$ cat config.mk
export PLATFORM = sky130hd
export DESIGN_NAME = rxec_elastic
export DESIGN_NICKNAME = d
export VERILOG_FILES = /design/src/rxec_pkg.sv /design/src/rxec_stream_if.sv /design/src/rxec_skid.sv /design/src/rxec_elastic.sv
export VERILOG_INCLUDE_DIRS = /design/src /design/src/src
export SDC_FILE = /design/constraint.sdc
export NUM_CORES = 1
export LEC_CHECK = 0
export BUFFER_PORTS_ARGS = -buffer_cell sky130_fd_sc_hd__buf_2
export CORE_UTILIZATION = 46
export CTS_BUF_LIST = sky130_fd_sc_hd__clkbuf_4 sky130_fd_sc_hd__clkbuf_8
export DETAILED_ROUTE_END_ITERATION = 8
export PLACE_DENSITY_LB_ADDON = 0.12
export RECOVER_POWER = 50
export SLEW_MARGIN = 20
export SYNTH_ARGS = -nofsm -noshare
export SYNTH_HDL_FRONTEND = slang
export SYNTH_SLANG_ARGS = --single-unit
$ cat constraint.sdc
create_clock -name clk -period 8.85 [get_ports clk]
set_input_delay 2.655 -clock clk [delete_from_list [all_inputs] [get_ports clk]]
set_output_delay 2.655 -clock clk [all_outputs]
set_load 0.02 [all_outputs]
$ cat src/rxec_map.svh
`ifndef RXEC_MAP_SVH
`define RXEC_MAP_SVH
// Buffer geometry: one entry per decoded character
`define RXEC_DEPTH      128
`define RXEC_ADDR_W     7
`define RXEC_HALF       64
`define RXEC_TOL        1
// Code group values after 8B/10B decoding
`define RXEC_K28_5      8'hBC
`define RXEC_D16_2      8'h50
`define RXEC_K27_7      8'hFB
`define RXEC_K29_7      8'hFD
// Reset values
`define RXEC_PTR_RST    8'h00
`define RXEC_CHAR_RST   9'h000
`endif

$ cat src/rxec_pkg.sv
package rxec_pkg;
   // One decoded character: control flag plus byte
   typedef struct packed {
      logic       is_k;
      logic [7:0] data;
   } rxec_char_t;

   // Read side: pass stored characters or insert an idle pair
   typedef enum logic [1:0] {
      RD_PASS  = 2'b00,
      RD_INS_K = 2'b01,
      RD_INS_D = 2'b10
   } rxec_rd_state_t;
endpackage

$ cat src/rxec_stream_if.sv
`timescale 1ns/1ns
interface rxec_stream_if;
   rxec_pkg::rxec_char_t chr;
   logic                 valid;
   logic                 ready;
   modport src (output chr, output valid, input ready);
   modport snk (input chr, input valid, output ready);
endinterface

$ cat src/rxec_skid.sv
`timescale 1ns/1ns
`include "rxec_map.svh"
module rxec_skid (
   input  wire logic                 clk,       // System clock
   input  wire logic                 reset_n,   // Synchronous reset, active low
   rxec_stream_if.snk                in_s,      // Characters from the buffer
   output rxec_pkg::rxec_char_t      out_char,  // Head entry
   output logic                      out_valid, // Head entry holds a character
   input  wire logic                 out_ready  // Receiver takes the head
);
   import rxec_pkg::*;

   rxec_char_t ent_reg [2];
   logic [1:0] cnt_reg;
   logic       vld_reg;
   logic       push;
   logic       pop;

   ////////////////////////////////////////////////////////////////////////////
   // Handshake terms
   assign in_s.ready = (cnt_reg != 2'h2);
   assign push       = in_s.valid && in_s.ready;
   assign pop        = out_valid && out_ready;
   assign out_char   = ent_reg[0];
   assign out_valid  = vld_reg;

   // Entry count; the head flag has its own flip-flop so the output is registered
   always_ff @(posedge clk) begin
      if (!reset_n) begin
         cnt_reg <= 2'h0;
         vld_reg <= 1'b0;
      end else if (push && !pop) begin
         cnt_reg <= cnt_reg + 2'h1;
         vld_reg <= 1'b1;
      end else if (pop && !push) begin
         cnt_reg <= cnt_reg - 2'h1;
         vld_reg <= (cnt_reg == 2'h2);
      end
   end

   // Entry storage, head always in entry 0
   always_ff @(posedge clk) begin
      if (!reset_n) begin
         ent_reg[0] <= `RXEC_CHAR_RST;
         ent_reg[1] <= `RXEC_CHAR_RST;
      end else begin
         if (pop) begin
            ent_reg[0] <= (cnt_reg == 2'h2) ? ent_reg[1] : in_s.chr;
         end else if (push && cnt_reg == 2'h0) begin
            ent_reg[0] <= in_s.chr;
         end
         if (push && ((cnt_reg == 2'h1 && !pop) || cnt_reg == 2'h2)) begin
            ent_reg[1] <= in_s.chr;
         end
      end
   end

   ////////////////////////////////////////////////////////////////////////////
   // A stalled head neither changes nor disappears
   a_skid_head_hold : assert property (@(posedge clk) disable iff (!reset_n)
      (out_valid && !out_ready) |=> (out_valid && out_char == $past(out_char)))
      else $error("head entry changed while stalled");
endmodule

$ cat src/rxec_elastic.sv
`timescale 1ns/1ns
`include "rxec_map.svh"
// Behaviour
// - In each gap, add or drop idle pairs to bring fill back near half.
// - After draining, insert as many idle pairs as needed, without limit.
// - Only /I2/ pairs are inserted or dropped; /T/, /R/, /I1/ never touched.
// - A minimum gap with two /I2/ pairs can lose four bytes when above half plus the slack.
// - Frames up to 20000 bytes at 1 Gb/s start at half fill.
// - At 100 Mb/s every byte repeats ten times; minimum gap is 80 bytes.
// - At 100 Mb/s two /I2/ pairs of a minimum gap are deletable, one per replicated /I2/.
// - Sustain 20000-byte frames at 1G/100M and 2800 bytes at 10M.
// - Transceiver buffer sustains 9000 bytes at 100M and 900 at 10M.
// - Jumbo frames are received up to the same sustained sizes.
// - Each entry holds one decoded character: one byte plus control flag.
// - Target half mark is 64 entries, with one entry of slack either way.
module rxec_elastic #(
   parameter int DEPTH  = `RXEC_DEPTH,   // Buffer entries
   parameter int ADDR_W = `RXEC_ADDR_W,  // Pointer width
   parameter int HALF   = `RXEC_HALF,    // Target occupancy
   parameter int TOL    = `RXEC_TOL      // Slack around the target
) (
   input  wire logic                 clk,          // System clock
   input  wire logic                 reset_n,      // Synchronous reset, active low
   input  rxec_pkg::rxec_char_t      code_in,      // Decoded character from receive path
   input  wire logic                 code_valid,   // Character present this cycle
   output rxec_pkg::rxec_char_t      rx_char,      // Character to receive state machine
   output logic                      rx_valid,     // rx_char holds a character
   input  wire logic                 rx_ready,     // Receiver takes rx_char
   output logic [ADDR_W:0]           fill_reg,     // Occupancy of the buffer
   output logic                      overflow_reg, // Pulse: character lost, buffer full
   output logic                      starved_reg,  // Pulse: buffer ran empty while primed
   output logic                      in_gap_reg    // Write side is between frames
);
   import rxec_pkg::*;

   localparam logic [ADDR_W:0] HIGH_MARK = (ADDR_W+1)'(HALF + TOL);
   localparam logic [ADDR_W:0] LOW_MARK  = (ADDR_W+1)'(HALF - TOL);
   localparam logic [ADDR_W:0] FULL_MARK = (ADDR_W+1)'(DEPTH);

   rxec_char_t       mem [DEPTH];
   rxec_char_t       pend_reg;
   logic             pend_valid_reg;
   logic [ADDR_W:0]  wr_ptr_reg;
   logic [ADDR_W:0]  rd_ptr_reg;
   logic [ADDR_W:0]  fill_now;
   logic             full;
   logic             empty;
   logic             i2_tail;
   logic             drop;
   logic             wr_en;
   logic             primed_reg;
   logic             last_k28_reg;
   rxec_rd_state_t   rd_state_reg;
   rxec_rd_state_t   rd_state_next;
   logic             rd_fire;
   logic             pop;
   logic             boundary;
   rxec_char_t       head;

   rxec_stream_if    buf_s ();

   ////////////////////////////////////////////////////////////////////////////
   // Occupancy, one entry per decoded character
   assign fill_now = wr_ptr_reg - rd_ptr_reg;
   assign full     = (fill_now == FULL_MARK);
   assign empty    = (fill_now == '0);

   // Pending K28.5 paired with an incoming D16.2 forms an /I2/
   assign i2_tail = pend_valid_reg && pend_reg.is_k && pend_reg.data == `RXEC_K28_5
                    && code_valid && !code_in.is_k && code_in.data == `RXEC_D16_2;
   // Drop the whole pair only in a gap and only above the upper slack
   // Works per /I2/, so replicated bytes at lower speeds need no mode input
   assign drop    = i2_tail && in_gap_reg && (fill_now > HIGH_MARK);
   assign wr_en   = code_valid && pend_valid_reg && !drop;

   ////////////////////////////////////////////////////////////////////////////
   // Frame tracking on the write side: /S/ opens, /T/ closes
   always_ff @(posedge clk) begin
      if (!reset_n) begin
         in_gap_reg <= 1'b1;
      end else if (code_valid && code_in.is_k && code_in.data == `RXEC_K27_7) begin
         in_gap_reg <= 1'b0;
      end else if (code_valid && code_in.is_k && code_in.data == `RXEC_K29_7) begin
         in_gap_reg <= 1'b1;
      end
   end

   // One-character hold so an /I2/ is seen whole before it is stored
   always_ff @(posedge clk) begin
      if (!reset_n) begin
         pend_reg       <= `RXEC_CHAR_RST;
         pend_valid_reg <= 1'b0;
      end else if (drop) begin
         pend_valid_reg <= 1'b0;
      end else if (code_valid) begin
         pend_reg       <= code_in;
         pend_valid_reg <= 1'b1;
      end
   end

   // Write pointer; a write into a full buffer is lost and flagged
   always_ff @(posedge clk) begin
      if (!reset_n) begin
         wr_ptr_reg   <= `RXEC_PTR_RST;
         overflow_reg <= 1'b0;
      end else begin
         overflow_reg <= wr_en && full;
         if (wr_en && !full) begin
            wr_ptr_reg <= wr_ptr_reg + 1'b1;
         end
      end
   end

   // Storage array
   always_ff @(posedge clk) begin
      if (wr_en && !full) begin
         mem[wr_ptr_reg[ADDR_W-1:0]] <= pend_reg;
      end
   end

   ////////////////////////////////////////////////////////////////////////////
   // Read side feeding the two-entry buffer
   assign head  = mem[rd_ptr_reg[ADDR_W-1:0]];
   always_comb begin
      buf_s.valid = 1'b0;
      buf_s.chr   = head;
      case (rd_state_reg)
         RD_INS_K: begin
            buf_s.valid = 1'b1;
            buf_s.chr   = '{is_k: 1'b1, data: `RXEC_K28_5};
         end
         RD_INS_D: begin
            buf_s.valid = 1'b1;
            buf_s.chr   = '{is_k: 1'b0, data: `RXEC_D16_2};
         end
         default: begin
            buf_s.valid = primed_reg && !empty;
         end
      endcase
   end
   assign rd_fire  = buf_s.valid && buf_s.ready;
   assign pop      = rd_fire && rd_state_reg == RD_PASS;
   // An /I2/ just left the buffer or was just inserted: a safe insertion point
   assign boundary = rd_fire && ((rd_state_reg == RD_PASS && last_k28_reg && !head.is_k
                     && head.data == `RXEC_D16_2) || rd_state_reg == RD_INS_D);

   // Next read state: keep inserting idle pairs while below the lower slack
   always_comb begin
      rd_state_next = rd_state_reg;
      case (rd_state_reg)
         RD_PASS: begin
            if (boundary && (fill_now - (ADDR_W+1)'(1)) < LOW_MARK) begin
               rd_state_next = RD_INS_K;
            end
         end
         RD_INS_K: begin
            if (rd_fire) begin
               rd_state_next = RD_INS_D;
            end
         end
         RD_INS_D: begin
            if (rd_fire) begin
               rd_state_next = (fill_now < LOW_MARK) ? RD_INS_K : RD_PASS;
            end
         end
         default: begin
            rd_state_next = RD_PASS;
         end
      endcase
   end

   // Read state register
   always_ff @(posedge clk) begin
      if (!reset_n) begin
         rd_state_reg <= RD_PASS;
      end else begin
         rd_state_reg <= rd_state_next;
      end
   end

   // Read pointer and idle tracking of the last character popped
   always_ff @(posedge clk) begin
      if (!reset_n) begin
         rd_ptr_reg   <= `RXEC_PTR_RST;
         last_k28_reg <= 1'b0;
      end else if (pop) begin
         rd_ptr_reg   <= rd_ptr_reg + 1'b1;
         last_k28_reg <= head.is_k && head.data == `RXEC_K28_5;
      end
   end

   // Reads start once the buffer reaches half; running dry re-primes it
   always_ff @(posedge clk) begin
      if (!reset_n) begin
         primed_reg  <= 1'b0;
         starved_reg <= 1'b0;
      end else begin
         starved_reg <= primed_reg && empty && rd_state_reg == RD_PASS && buf_s.ready;
         if (primed_reg && empty && rd_state_reg == RD_PASS && buf_s.ready) begin
            primed_reg <= 1'b0;
         end else if (fill_now >= (ADDR_W+1)'(HALF)) begin
            primed_reg <= 1'b1;
         end
      end
   end

   // Registered occupancy for observation
   always_ff @(posedge clk) begin
      if (!reset_n) begin
         fill_reg <= '0;
      end else begin
         fill_reg <= fill_now;
      end
   end

   // Two-entry buffer toward the receiver
   rxec_skid u_skid (
      .clk       (clk),
      .reset_n   (reset_n),
      .in_s      (buf_s),
      .out_char  (rx_char),
      .out_valid (rx_valid),
      .out_ready (rx_ready)
   );

   ////////////////////////////////////////////////////////////////////////////
   a_drop_in_gap : assert property (@(posedge clk) disable iff (!reset_n)
      drop |-> (in_gap_reg && fill_now > HIGH_MARK))
      else $error("idle pair dropped outside a gap or below the upper mark");
   a_drop_stores_none : assert property (@(posedge clk) disable iff (!reset_n)
      drop |=> (!pend_valid_reg && wr_ptr_reg == $past(wr_ptr_reg)))
      else $error("dropped idle pair left a character behind");
   a_write_advance : assert property (@(posedge clk) disable iff (!reset_n)
      (wr_en && !full) |=> (wr_ptr_reg == $past(wr_ptr_reg) + 1'b1))
      else $error("write pointer did not advance by one");
   a_overflow_flag : assert property (@(posedge clk) disable iff (!reset_n)
      (wr_en && full) |=> (overflow_reg && wr_ptr_reg == $past(wr_ptr_reg)))
      else $error("full buffer accepted a character");
   a_insert_when_low : assert property (@(posedge clk) disable iff (!reset_n)
      (rd_state_reg == RD_PASS ##1 rd_state_reg == RD_INS_K) |-> $past(fill_now) <= LOW_MARK)
      else $error("insertion started at or above half");
   a_insert_pair : assert property (@(posedge clk) disable iff (!reset_n)
      (rd_state_reg == RD_INS_K && rd_fire) |=> (rd_state_reg == RD_INS_D && buf_s.valid))
      else $error("inserted K28.5 not followed by D16.2");
   a_insert_holds_ptr : assert property (@(posedge clk) disable iff (!reset_n)
      (rd_state_reg != RD_PASS) |=> (rd_ptr_reg == $past(rd_ptr_reg)))
      else $error("read pointer moved during insertion");
   a_prime_hold : assert property (@(posedge clk) disable iff (!reset_n)
      (!primed_reg && rd_state_reg == RD_PASS) |-> !buf_s.valid)
      else $error("read before the buffer reached half");
endmodule

==> impl_metrics.tcl, run 1 <==
set metrics [dict create \
    antenna_left 0 \
    grt_pass1_wl_um 189000 \
    stdcell_area_mm2 0.0533 \
    async_flop_share 0 \
    rows 118 \
    finalMaxSlewViolations 1170 \
    syn-mean-instance-area_um2 19.9 \
    grt-ovfl-total 0 \
    path_max_fanout 59 \
    violations "max-capacitance violations, max-slew violations" \
    met2_length_um 61200 \
    skew_ns 0.0239 \
    syn_nets 2436 \
    grt_use_total 0.253 \
    io_buffers 33 \
    post_cts_resized 0 \
    ctsLongestPathBuffers 3 \
    initial_core_util 0.463 \
    ys.flop_type "edfxtp_1" \
    grt_pass1_vias 25000 \
    antenna_found_initial 2 \
    largest_register_ffs 1152 \
    min_period_over_period 0.782 \
    vias 25000 \
    drc 0 \
    p_per_area_mw_per_mm2 232 \
    rsz0062_at_grt "false" \
    required_ns 9.08 \
    die_w_um 325 \
    hold_viol 0 \
    viasPerCell 6.14 \
    min_period_ns 6.92 \
    fmax_ghz 0.144 \
    crit_top_cell "clkbuf_1" \
    cts_tree "built" \
    cts_htree_levels 4 \
    gp_congestion 0.868 \
    hold_path.class "reg2reg" \
    wl_met3_um 11200 \
    max_slew_margin -1.69 \
    crit_path_max_incr_delay_ns 2.91 \
    power_frac_clock 0.380 \
    numCtsBuffers 194 \
    seq_power_share 0.525 \
    tightest_slew_ns 4.03 \
    drive_above_1_share 0.249 \
    syn_inst 2405 \
    max-cap-violations 25 \
    highest_layer "met4" \
    post_drt_wl_per_cell_um 32.5 \
    sw_frac_of_total 0.242 \
    clk_pin_slew_ns 0.06 \
    synth.ff_latch_count 1221 \
    cp_slowest_cell "clkbuf_1" \
    path_cells "clkbuf_1 -> clkbuf_1" \
    dp_hpwl_um 80600 \
    finalSetupTns_ns 0 \
    p_leak_nw 15.7 \
    die_area_mm2 0.106 \
    grt_max_degree 96 \
    run_status "complete, but fails checks" \
    yosysWarnings 0 \
    ir_drop_mv 0.140 \
    power.internal_mw 9.38 \
    postCtsHoldBufs 0 \
    synth.distinct_cells 65 \
    fp.coreArea_mm2 0.103 \
    cp-start-kind "flip-flop" \
    clk_latency_ns 0.86 \
    path_delay_family "buffers and inverters" \
    switching_power_mw 3.00 \
    drtIter0Drc 3074 \
    first_pass_iters 6 \
    final_core_util 0.515 \
    totalWireLength_um 133000 \
    setup_viol 0 \
    crit_buf_inv 2 \
    area_growth_pct 11.1 \
    layout.nets 2581 \
    post_cts_buffers 0 \
    met1Wirelength_um 56400 \
    pwr-share-comb 0.095 \
    dpl_cell_area_mm2 0.0497 \
    critPathArrivalTime_ns 7.15 \
    cts.sinks 1221 \
    seq_area_frac_synth 0.754 \
    worstSetupEndpointType "flip-flop" \
    place_ws_ns 2.63 \
    worst_slack_ns 1.93 \
    crit_type "reg2reg" \
    cts_root_buf "clkbuf_8" \
    die_y_um 325 \
    synth_edf_count 1170 \
    ios 34 \
    syn_area_mm2 0.0480 \
]
## metrics by stage
| stage | cells | hold WS, ns | total power, mW |
|---|---|---|---|
| global route | 4080 | 0.503 | 12.8 |
| CTS | 4079 | 0.473 | 12.4 |
| finish | 4082 | 0.470 | 12.4 |
| floorplan | 2405 | 0.437 | 7.42 |
| detailed placement | 3734 | 0.472 | 7.79 |
| global placement | 3734 | 0.461 | 7.78 |
## routing by layer
layer / track usage / vias to the layer above
met5: 0 / -
met4: 0.0764 / 0
met3: 0.0489 / 200
li1: - / 10200
met2: 0.386 / 1317
met1: 0.372 / 13300
## area by class of cell
cell class	count	area, um^2
fill	8220	50200
sequential	1221	36200
multi-input combinational	1035	11100
clock buffer	266	3250
tap	1380	1730
clock inverter	79	508
timing repair buffer	79	494
inverter	19	71.3
antenna	3	7.51
## path summary, 6_finish.rpt
path,cells past startpoint,start,slack [ns],endpoint
setup reg to reg,2,pend_reg[8],1.93,mem[78][8]
setup / recovery,2,pend_reg[8],1.93,mem[78][8]
hold / removal,2,primed_reg,0.47,starved_reg
hold reg to reg,2,primed_reg,0.47,starved_reg
## tightest hold or removal path, stage by stage (launching register included)
cell     delay [ns]
dfxtp_1        0.33
inv_1          0.06
nor3_1         0.05
## cells in the mapped netlist, drive strengths merged (30+ instances only)
| cell type | number | area [um^2] |
|---|---|---|
| edfxtp | 1170 | 35100 |
| mux4 | 286 | 6440 |
| nor2 | 213 | 800 |
| buf | 84 | 500 |
| mux2i | 74 | 741 |
| nand2 | 54 | 203 |
| dfxtp | 51 | 1020 |
| o22ai | 47 | 294 |
| clkbuf | 46 | 173 |
| a21oi | 40 | 200 |
| nor3 | 30 | 150 |
## cells by family (layout without fill, tap and decap cells)
kind of cell | after synthesis | in the layout | share of synthesized area
AND/OR/NAND/NOR | 425 | 425 | 0.0412
flip-flops | 1221 | 1221 | 0.754
adder cells (fa/ha/maj) | 18 | 18 | 0.00485
XOR/XNOR | 13 | 13 | 0.00237
buffers and inverters | 149 | 443 | 0.0155
other | 0 | 3 | 0
AO/OA/AOI/OAI | 198 | 198 | 0.0275
multiplexers | 381 | 381 | 0.155
## power by group through the flow
stage	combinational, mW	sequential (mW)	clock, mW
5_1_grt	1.25	6.51	5.02
3_3_place_gp	1.18	6.61	0
4_1_cts	1.18	6.49	4.78
3_5_place_dp	1.18	6.61	0
2_1_floorplan	0.810	6.61	0
6_report	1.17	6.50	4.70
## placed cells by master (no fill, tap or decap), types with 7 or more instances in the layout
master | synthesis | final
mux2_2 | 21 | 21
buf_4 | 16 | 20
nand2_1 | 54 | 54
clkbuf_4 | 0 | 66
nor4_1 | 10 | 10
clkbuf_8 | 0 | 200
mux4_2 | 286 | 286
and3_1 | 8 | 8
a211oi_1 | 16 | 16
nand3_1 | 22 | 22
nand4_1 | 14 | 14
a21oi_1 | 40 | 40
nor2_1 | 213 | 213
o22ai_1 | 47 | 47
mux2i_1 | 74 | 74
o21ai_0 | 22 | 22
dfxtp_1 | 51 | 46
clkinv_2 | 0 | 20
a22oi_1 | 17 | 17
nor2b_1 | 19 | 18
xnor2_1 | 9 | 9
o221ai_1 | 13 | 13
o31ai_1 | 7 | 7
nand2b_1 | 20 | 20
clkinv_1 | 0 | 43
nor3_1 | 30 | 29
edfxtp_1 | 1170 | 1170
clkbuf_1 | 46 | 33
buf_2 | 52 | 20
ha_1 | 17 | 17
inv_1 | 19 | 19
Note: power is estimated with default switching activity, not from simulation.
==> run 2: changes to the inputs <==
- clock period: 8.85 -> 6.8 ns (I/O delays scaled with it)
==> impl_metrics.tcl, run 2 (synthesized netlist as in run 1, its figures left out) <==
set metrics [dict create \
    run_status "complete, but fails checks" \
    violations "max-capacitance violations, max-slew violations" \
    cp-start-kind "flip-flop" \
    antenna_left 0 \
    seq_power_share 0.530 \
    antenna_found_initial 1 \
    grt-ovfl-total 0 \
    postCtsHoldBufs 0 \
    p_leak_nw 15.7 \
    post_cts_buffers 0 \
    ios 34 \
    cts.sinks 1221 \
    grt_use_total 0.249 \
    area_growth_pct 11.3 \
    required_ns 6.83 \
    sw_frac_of_total 0.246 \
    crit_buf_inv 1 \
    post_cts_resized 0 \
    cts_htree_levels 4 \
    layout.nets 2588 \
    fmax_ghz 0.167 \
    cts_root_buf "clkbuf_8" \
    skew_ns 0.0473 \
    holdWs_ns 0.483 \
    path_max_fanout 72 \
    path_delay_family "buffers and inverters" \
    p_per_area_mw_per_mm2 300 \
    largest_register_ffs 1152 \
    die_y_um 325 \
    drtIter0Drc 2858 \
    io_buffers 33 \
    cp_slowest_cell "clkbuf_1" \
    ctsLongestPathBuffers 3 \
    path_cells "clkbuf_1" \
    rows 118 \
    gp_congestion 0.881 \
    max-cap-violations 19 \
    switching_power_mw 3.94 \
    hold_path.class "reg2reg" \
    setup_viol 0 \
    initial_core_util 0.463 \
    dp_hpwl_um 78400 \
    post_drt_wl_per_cell_um 31.8 \
    dpl_cell_area_mm2 0.0498 \
    die_area_mm2 0.106 \
    die_w_um 325 \
    worstSetupEndpointType "flip-flop" \
    viasPerCell 6.05 \
    tightest_slew_ns 4.12 \
    cts_tree "built" \
    min_period_over_period 0.882 \
    drc 0 \
    drive_above_1_share 0.254 \
    totalWireLength_um 130000 \
    min_period_ns 6.00 \
    critPathArrivalTime_ns 6.03 \
    fp.coreArea_mm2 0.103 \
    regArea_mm2 0.0362 \
    dp_cells 3744 \
    finalMaxSlewViolations 1209 \
    ir_drop_mv 0.160 \
    multi_input_area_mm2 0.0111 \
    stdcell_count 4096 \
    final_core_util 0.516 \
    rsz0062_at_grt "false" \
    stdcell_area_mm2 0.0534 \
    pwr-share-comb 0.093 \
    numCtsBuffers 191 \
    layout_commonest_cell "edfxtp_1" \
    grt_pass1_wl_um 187000 \
    grt_pass1_vias 25100 \
    finalSetupTns_ns 0 \
    crit_type "reg2reg" \
    hold_viol 0 \
    rrSetupSlack_ns 0.80 \
    power_frac_clock 0.377 \
    first_pass_iters 5 \
    clk_latency_ns 0.87 \
    most-common-layout-cells "1170 x edfxtp_1, 286 x mux4_2, 213 x nor2_1" \
    vias 24800 \
    crit_path_max_incr_delay_ns 3.01 \
    clk_pin_slew_ns 0.06 \
    fill_cells 8175 \
    max_slew_margin -1.75 \
    power.internal_mw 12.1 \
    grt_max_degree 82 \
]
[run 2: cell type report]
class / instances / area share
tap: 1380 / 0.0323
timing repair buffer: 89 / 0.0116
inverter: 19 / 0.00134
clock buffer: 256 / 0.0590
multi-input combinational: 1035 / 0.207
clock inverter: 94 / 0.0106
antenna: 2 / 0.0000938
sequential: 1221 / 0.678
[run 2: power by group through the flow]
stage               clock network, mW  registers (mW)  logic, mW
floorplan                           0            8.60       1.05
global placement                    0            8.64       1.49
detailed placement                  0            8.65       1.51
CTS                              6.15            8.49       1.51
global route                     6.45            8.52       1.58
finish                           6.05            8.50       1.49
[run 2: worst paths after layout]
kind / startpoint / to / cells after the start
setup / recovery: pend_reg[0] / mem[94][0] / 1
hold / removal: last_k28_reg / last_k28_reg / 2
setup reg to reg: pend_reg[0] / mem[94][0] / 1
hold reg to reg: last_k28_reg / last_k28_reg / 2
[run 2: per-layer routing]
metal | up-vias | GRT usage | routed length (um)
met5 | - | 0 | 0
met4 | 0 | 0.0814 | 3730
met3 | 196 | 0.0513 | 10400
met2 | 1237 | 0.383 | 61400
met1 | 13100 | 0.359 | 54900
li1 | 10200 | - | -
[run 2: through the flow]
stage               power (mW)  setup slack (ns)
global placement          10.1             0.916
CTS                       16.2              1.40
floorplan                 9.66              2.35
global route              16.5             0.555
detailed placement        10.2              1.33
finish                    16.0             0.801
